`config.mk`:
```
export PLATFORM = sky130hd
export DESIGN_NAME = asram_host
export DESIGN_NICKNAME = d
export VERILOG_FILES = /design/src/common/asram_pkg.sv /design/src/core/asram_host.sv /design/src/core/asram_wait_cnt.sv
export VERILOG_INCLUDE_DIRS = /design/src /design/src/common
export SDC_FILE = /design/constraint.sdc
export NUM_CORES = 1
export LEC_CHECK = 0
export BUFFER_PORTS_ARGS = -buffer_cell sky130_fd_sc_hd__buf_4
export CAP_MARGIN = 30
export CORE_MARGIN = 8
export CORE_UTILIZATION = 38
export DETAILED_ROUTE_END_ITERATION = 16
export GPL_TIMING_DRIVEN = 0
export PLACE_DENSITY = 0.71
export SYNTH_ARGS = -nofsm -noshare
export SYNTH_HDL_FRONTEND = slang
export SYNTH_SLANG_ARGS = --single-unit
```
`constraint.sdc`:
```
create_clock -name clk_i -period 2.3 [get_ports clk_i]
set_input_delay 0.115 -clock clk_i [delete_from_list [all_inputs] [get_ports clk_i]]
set_output_delay 0.115 -clock clk_i [all_outputs]
set_load 0.005 [all_outputs]
```
`src/common/asram_regs.svh`:
```
// timing constants and field layout for the static memory host port
`ifndef ASRAM_REGS_SVH
`define ASRAM_REGS_SVH

// ============================================================
// geometry
`define ASRAM_ADDR_W 19
`define ASRAM_DATA_W 8

// ============================================================
// timing figures in ns (faster grade) and the clock period in ns
`define ASRAM_CLK_PERIOD_NS        4
`define ASRAM_READ_CYCLE_NS        45
`define ASRAM_ADDR_TO_DATA_NS      45
`define ASRAM_ADDR_SETUP_TO_END_NS 35
`define ASRAM_DATA_SETUP_NS        25
`define ASRAM_STROBE_RELEASE_NS    18
`define ASRAM_DISABLE_RELEASE_NS   18
`define ASRAM_STANDBY_ENTRY_NS     45

// least times round up, to whole clock cycles
`define ASRAM_CYC_UP(ns) \
  (((ns) + `ASRAM_CLK_PERIOD_NS - 1) / `ASRAM_CLK_PERIOD_NS)
`define ASRAM_READ_CYC    `ASRAM_CYC_UP(`ASRAM_ADDR_TO_DATA_NS)
`define ASRAM_WRITE_CYC \
  `ASRAM_CYC_UP(`ASRAM_ADDR_SETUP_TO_END_NS + `ASRAM_STROBE_RELEASE_NS)
`define ASRAM_RELEASE_CYC `ASRAM_CYC_UP(`ASRAM_DISABLE_RELEASE_NS)
`define ASRAM_STANDBY_CYC `ASRAM_CYC_UP(`ASRAM_STANDBY_ENTRY_NS)

`endif

```
`src/common/asram_pkg.sv`:
```
// types shared by the static memory host port
package asram_pkg;
  // ============================================================
  // controller states
  typedef enum logic [2:0] {
    ASRAM_IDLE    = 3'b000,
    ASRAM_READ    = 3'b001,
    ASRAM_WRITE   = 3'b010,
    ASRAM_HOLD    = 3'b011,
    ASRAM_RELEASE = 3'b100
  } asram_state_t;

  typedef logic [18:0] asram_addr_t;
  typedef logic [7:0]  asram_data_t;
endpackage : asram_pkg

```
`src/core/asram_host.sv`:
```
// host controller that drives an asynchronous byte-wide static memory
// Function
// - write starts when select and strobe low
// - either select or strobe rising ends write
// - hold write data around ending edge
// - read keeps strobe high, select/enable low
// - address valid before select falls; host drives address on the same edge as select
// - strobe low covers release plus setup
// - address stable before write ending edge
`timescale 1ns/1ps
`default_nettype none
`include "asram_regs.svh"
module asram_host (
  input  wire logic                clk_i,
  input  wire logic                rst_n_i,
  // user request side
  input  wire logic                req_valid_i,
  output logic                     req_ready_o,
  input  wire logic                req_write_i,
  input  wire asram_pkg::asram_addr_t req_addr_i,
  input  wire asram_pkg::asram_data_t req_wdata_i,
  output logic                     rsp_valid_o,
  output asram_pkg::asram_data_t   rsp_rdata_o,
  output logic                     standby_o,
  // memory pins
  output logic                     mem_select_n_o,
  output logic                     mem_strobe_n_o,
  output logic                     mem_out_en_n_o,
  output asram_pkg::asram_addr_t   mem_addr_o,
  input  wire asram_pkg::asram_data_t mem_data_i,
  output asram_pkg::asram_data_t   mem_data_o,
  output logic                     mem_data_oe_o
);
  import asram_pkg::*;

  asram_state_t state_q, state_d;
  asram_addr_t  addr_q, addr_d;
  asram_data_t  wdata_q, wdata_d;
  asram_data_t  rdata_q, rdata_d;
  logic         sel_n_q, sel_n_d;
  logic         stb_n_q, stb_n_d;
  logic         oe_n_q, oe_n_d;
  logic         doe_q, doe_d;
  logic         rsp_q, rsp_d;
  logic         sby_q, sby_d;
  logic         load;
  logic [5:0]   load_val;
  logic         done;

  // converts a cycle count into the counter's width; zero is not allowed
  function automatic logic [5:0] cyc6(input int n);
    cyc6 = (n < 1) ? 6'h01 : 6'(n);
  endfunction : cyc6

  // ============================================================
  // phase timer
  asram_wait_cnt u_wait (
    .clk_i   (clk_i),
    .rst_n_i (rst_n_i),
    .load_i  (load),
    .value_i (load_val),
    .done_o  (done)
  );

  // ============================================================
  // access timing, in clock edges after the accept edge
  // a timer loaded with n ends its phase n + 1 cycles later, since
  // done shows only once the count is back at zero; each phase is
  // therefore one cycle longer than its bare rounded-up figure,
  // which costs a little throughput but leaves margin on every
  // minimum time of the memory
  // read:
  //   edge 0   select and output enable fall with the address
  //   edge 13  byte captured, select and enable rise, response
  //   edge 19  bus release wait over, ready for the next request
  // write:
  //   edge 0   select and strobe fall, data and address driven
  //   edge 1..15 strobe low, address and data held still
  //   edge 15  strobe rises alone and ends the write
  //   edge 16  select rises, data released, response, ready
  // the write ends by the strobe; select is only the frame around it
  // the host stops driving one edge after the ending edge, so data
  // hold is met without relying on any delay of the memory
  // output enable stays high for the whole write, so the memory is
  // never driving when the host turns its own drivers on
  // standby is only an estimate, since the memory has no status pin;
  // its timer restarts whenever the sequencer goes back to idle

  // ============================================================
  // access sequencer
  always_comb begin
    state_d  = state_q;
    addr_d   = addr_q;
    wdata_d  = wdata_q;
    rdata_d  = rdata_q;
    sel_n_d  = sel_n_q;
    stb_n_d  = stb_n_q;
    oe_n_d   = oe_n_q;
    doe_d    = doe_q;
    rsp_d    = 1'b0;
    sby_d    = sby_q;
    load     = 1'b0;
    load_val = 6'h00;
    unique case (state_q)
      ASRAM_IDLE: begin
        if (req_valid_i) begin
          // address goes out with select, never after it
          addr_d  = req_addr_i;
          sel_n_d = 1'b0;
          sby_d   = 1'b0;
          load    = 1'b1;
          if (req_write_i) begin
            // select and strobe fall together, enable stays high,
            // so the memory is never driving when we start to
            wdata_d  = req_wdata_i;
            stb_n_d  = 1'b0;
            oe_n_d   = 1'b1;
            doe_d    = 1'b1;
            // strobe low spans release plus setup and address setup
            load_val = cyc6(`ASRAM_WRITE_CYC);
            state_d  = ASRAM_WRITE;
          end else begin
            // strobe held high during a read
            stb_n_d  = 1'b1;
            oe_n_d   = 1'b0;
            doe_d    = 1'b0;
            load_val = cyc6(`ASRAM_READ_CYC);
            state_d  = ASRAM_READ;
          end
        end
      end
      ASRAM_READ: begin
        if (done) begin
          rdata_d  = mem_data_i;
          rsp_d    = 1'b1;
          sel_n_d  = 1'b1;
          oe_n_d   = 1'b1;
          load     = 1'b1;
          // wait out the memory's bus release before anyone drives
          load_val = cyc6(`ASRAM_RELEASE_CYC);
          state_d  = ASRAM_RELEASE;
        end
      end
      ASRAM_WRITE: begin
        if (done) begin
          // the strobe rising alone ends the write
          stb_n_d = 1'b1;
          state_d = ASRAM_HOLD;
        end
      end
      ASRAM_HOLD: begin
        // data and address held one cycle past the ending edge
        sel_n_d  = 1'b1;
        doe_d    = 1'b0;
        rsp_d    = 1'b1;
        load     = 1'b1;
        load_val = cyc6(`ASRAM_STANDBY_CYC);
        state_d  = ASRAM_IDLE;
      end
      ASRAM_RELEASE: begin
        if (done) begin
          load     = 1'b1;
          load_val = cyc6(`ASRAM_STANDBY_CYC);
          state_d  = ASRAM_IDLE;
        end
      end
      default: begin
        state_d = ASRAM_IDLE;
      end
    endcase
    // standby is reported once the power-down delay has passed
    if (state_q == ASRAM_IDLE && !req_valid_i && done && sel_n_q) begin
      sby_d = 1'b1;
    end
  end

  // ============================================================
  // state registers; pins idle deselected with the bus released
  always_ff @(posedge clk_i or negedge rst_n_i) begin
    if (!rst_n_i) begin
      state_q <= ASRAM_IDLE;
      addr_q  <= 19'h00000;
      wdata_q <= 8'h00;
      rdata_q <= 8'h00;
      sel_n_q <= 1'b1;
      stb_n_q <= 1'b1;
      oe_n_q  <= 1'b1;
      doe_q   <= 1'b0;
      rsp_q   <= 1'b0;
      sby_q   <= 1'b1;
    end else begin
      state_q <= state_d;
      addr_q  <= addr_d;
      wdata_q <= wdata_d;
      rdata_q <= rdata_d;
      sel_n_q <= sel_n_d;
      stb_n_q <= stb_n_d;
      oe_n_q  <= oe_n_d;
      doe_q   <= doe_d;
      rsp_q   <= rsp_d;
      sby_q   <= sby_d;
    end
  end

  // ============================================================
  // outputs
  assign req_ready_o    = (state_q == ASRAM_IDLE);
  assign rsp_valid_o    = rsp_q;
  assign rsp_rdata_o    = rdata_q;
  assign standby_o      = sby_q;
  assign mem_select_n_o = sel_n_q;
  assign mem_strobe_n_o = stb_n_q;
  assign mem_out_en_n_o = oe_n_q;
  assign mem_addr_o     = addr_q;
  assign mem_data_o     = wdata_q;
  assign mem_data_oe_o  = doe_q; // only while enable is high
endmodule : asram_host
`default_nettype wire

```
`src/core/asram_wait_cnt.sv`:
```
// down counter that times each phase of a memory access
`timescale 1ns/1ps
`default_nettype none
module asram_wait_cnt (
  input  wire logic       clk_i,
  input  wire logic       rst_n_i,
  input  wire logic       load_i,
  input  wire logic [5:0] value_i,
  output logic            done_o
);
  logic [5:0] cnt_q;
  logic [5:0] cnt_d;

  // ============================================================
  // next count: load wins, otherwise step down to zero
  always_comb begin
    cnt_d = cnt_q;
    if (load_i) begin
      cnt_d = value_i;
    end else if (cnt_q != 6'h00) begin
      cnt_d = cnt_q - 6'h01;
    end
  end

  always_ff @(posedge clk_i or negedge rst_n_i) begin
    if (!rst_n_i) begin
      cnt_q <= 6'h00;
    end else begin
      cnt_q <= cnt_d;
    end
  end

  // done looks at the count alone: the sequencer raises load from done,
  // so gating done with load would close a zero-delay loop
  assign done_o = (cnt_q == 6'h00);
endmodule : asram_wait_cnt
`default_nettype wire

```
==> flow_summary.ini <==
[global_routing]
grt_pass1_wl_um = 8600
gr-total-overflow = 0
grt_usage_pct = 12.4
grt_max_degree = 51
antenna_found_initial = 0
grt_pass1_vias = 1746

[synthesis]
synth_top_area_share_pct = 52.4
synth.largest_area_cell = dfrtp_1
syn_area_per_cell_sq_um = 13.4
ys_seq_area_share_pct = 57.1
synth-edff-count = 0
yosys_register_bits = 50
ys_types = 42
synth_common_cells = dfrtp_1, mux2_2, nor2_1
yosysMostFrequentCell = dfrtp_1
synth_ff_type = dfrtp_1
syn-cell-area_sq_um = 2200
async_reset_ff_share_pct = 100
syn_nets = 205
synthCells = 164
yosysWarnings = 0
synthTopCellsByArea = dfrtp_1, mux2_2, mux2_4

[die]
initial_utilization_pct = 39.7
chipWidth_um = 92.1
rows = 27
core_area_sq_um = 5540
die_h_um = 92.1
io_pins = 81
die_area_sq_um = 8480

[power_and_ir_drop]
p_leak_uw = 0.00142
cellPowerDensity_nw_per_um2 = 1260
ir_worst_vdd_v = 0.000552
total_power_uw = 3770

[cts]
post_cts_buffers = 0
clock_sinks = 50
clock_path_buffers = 2
cts_buffers = 5
clk_pin_slew_ns = 0.09
root_buffer = clkbuf_8
cts_tree = done
htreeDepth = 2
postCtsHoldBufs = 1
post_cts_resized = 0
clk_latency_ns = 0.30

[worst_setup_path]
cp-start-kind = flop
critPathBufInv = 2
cpPeakStageDelay_ns = 0.43
required_ns = 2.48
critPathCaptureType = flop
cp_cell_sequence = inv_1 > ha_1 > and2b_1 > nand2_4 > or3_1 > buf_6 > mux2_4
path_class = flop to flop
crit_family = simple AND/OR/NAND/NOR gates
critPathSlowestCell = dfrtp_1
cp_max_fo = 9
worstPathArrival_ns = 2.20

[timing]
setup_viol = 0
max_clock_freq_mhz = 497
drv_slew = 0
fin_skew_ns = 0.00915
hold_violations = 0
layout_min_cycle_time_ns = 2.01
rsz0062_at_grt = no
slew-limit-headroom_pct = 58.3
finalCritPeriodShare_pct = 87.5
tightest_slew_ns = 0.626
fin_tns_setup_ns = 0

[cells_and_area]
drive_gt1_share_pct = 54.8
synthToLayoutAreaGrowth_pct = 35.5
nets = 292
final_util_pct = 53.8
insertedDiodeCount = 0
fin_cells = 324

[drt]
drt_iter0_markers = 59
wire_per_inst_um = 15.7
dr.pass1.iters = 4
drc = 0
drt-total-wl_um = 5090
final_antenna_net_count = 0
via_per_inst = 4.89
num_vias = 1583

[run]
max-cap-violations = 0

[min_path]
hold_path.class = primary input to flop

[placed_design]
port_buffers = 79
place_congestion = 0.760
hpwlAfterDp_um = 3760
dp_cells = 315

[status]
status = complete, no violations
-- flip-flops by register name (all words and copies together) (netlist names) --
signal / count
mem_addr_o: 19
rsp_rdata_o: 8
u_wait.cnt_q: 6
mem_data_oe_o: 1
mem_select_n_o: 1
standby_o: 1
mem_data_o: 8
rsp_valid_o: 1
mem_out_en_n_o: 1
mem_strobe_n_o: 1
state_q: 3
-- routing by layer --
| metal | up-vias | part of all wire (%) | routed length [um] | track usage (%) |
|---|---|---|---|---|
| li1 | 761 | - | - | - |
| met1 | 763 | 44 | 2230 | 14.9 |
| met2 | 56 | 46 | 2350 | 19.4 |
| met3 | 3 | 9.6 | 491 | 6.11 |
| met4 | 0 | 0.61 | 31 | 2.82 |
| met5 | - | 0 | 0 | 0 |
-- power breakdown --
part	switching (uW)	total [uW]	internal, uW	leakage [uW]
Combinational	666	1690	1030	0.000787
Clock	283	498	214	0.0000374
Sequential	254	1570	1320	0.000591
Total	1200	3770	2560	0.00142
-- kinds of logic after synthesis --
| family | count (synthesis) | synth area share, % |
|---|---|---|
| buffers and inverters | 13 | 3.02 |
| xor gates and xnor gates | 2 | 0.797 |
| adders and majority gates | 2 | 1.14 |
| muxes | 37 | 20.2 |
| and+or+nand+nor | 34 | 9.96 |
| AOI/OAI and AO/OA | 26 | 7.74 |
| DFF | 50 | 57.1 |
-- layout make-up --
type                            count  area [sq um]
Sequential cell                    50          1260
Timing Repair Buffer               80           603
Fill cell                         519          2560
Clock inverter                      2          15.0
Clock buffer                        6          72.6
Tap cell                           72          90.1
Inverter                            4          15.0
Multi-Input combinational cell    101           876
Buffer                              9          51.3
-- worst register-to-register path, cell delays in order (launching register included) --
cell     delay, ns
dfrtp_1       0.43
inv_1         0.13
ha_1          0.17
and2b_1       0.23
nand2_4       0.12
or3_1         0.35
buf_6         0.17
mux2_4        0.30
-- layout by cell type (no fill, tap or decap), types with 2 or more instances in the layout --
master / n
clkinvlp_4: 2
a31oi_1: 3
mux2_2: 27
clkbuf_8: 5
nor3_1: 3
mux2_4: 8
o22a_1: 2
o211ai_1: 2
nor2_1: 9
a21oi_1: 7
clkbuf_1: 5
dfrtp_1: 46
ha_1: 2
nand3_1: 3
a221oi_1: 2
buf_4: 81
nand2_1: 5
mux2i_1: 2
dfstp_2: 4
inv_1: 4
nand2b_1: 2
o21ai_0: 5
-- final timing paths --
kind	from	end	slack, ns	cells past startpoint
max in group asynchronous	rst_n_i	u_wait.cnt_q[2]	1.50	2
worst min-delay path	req_wdata_i[1]	mem_data_o[1]	0.04	2
worst max register to register	u_wait.cnt_q[0]	rsp_rdata_o[5]	0.29	7
worst max-delay path	u_wait.cnt_q[0]	rsp_rdata_o[5]	0.29	7
min in group asynchronous	rst_n_i	mem_addr_o[8]	0.39	2
worst min register to register	mem_addr_o[13]	mem_addr_o[13]	0.51	1
-- through the flow --
step / cell area (sq um) / setup slack (ns) / hold WS, ns
4_1_cts: 2980 / 0.263 / 0.0261
3_3_place_gp: 2880 / 0.335 / 0.181
6_report: 2980 / 0.286 / 0.0358
3_5_place_dp: 2880 / 0.311 / 0.180
5_1_grt: 2980 / 0.152 / 0.0274
2_1_floorplan: 2200 / 0.489 / -0.181
(Power assumes the default switching activity.)
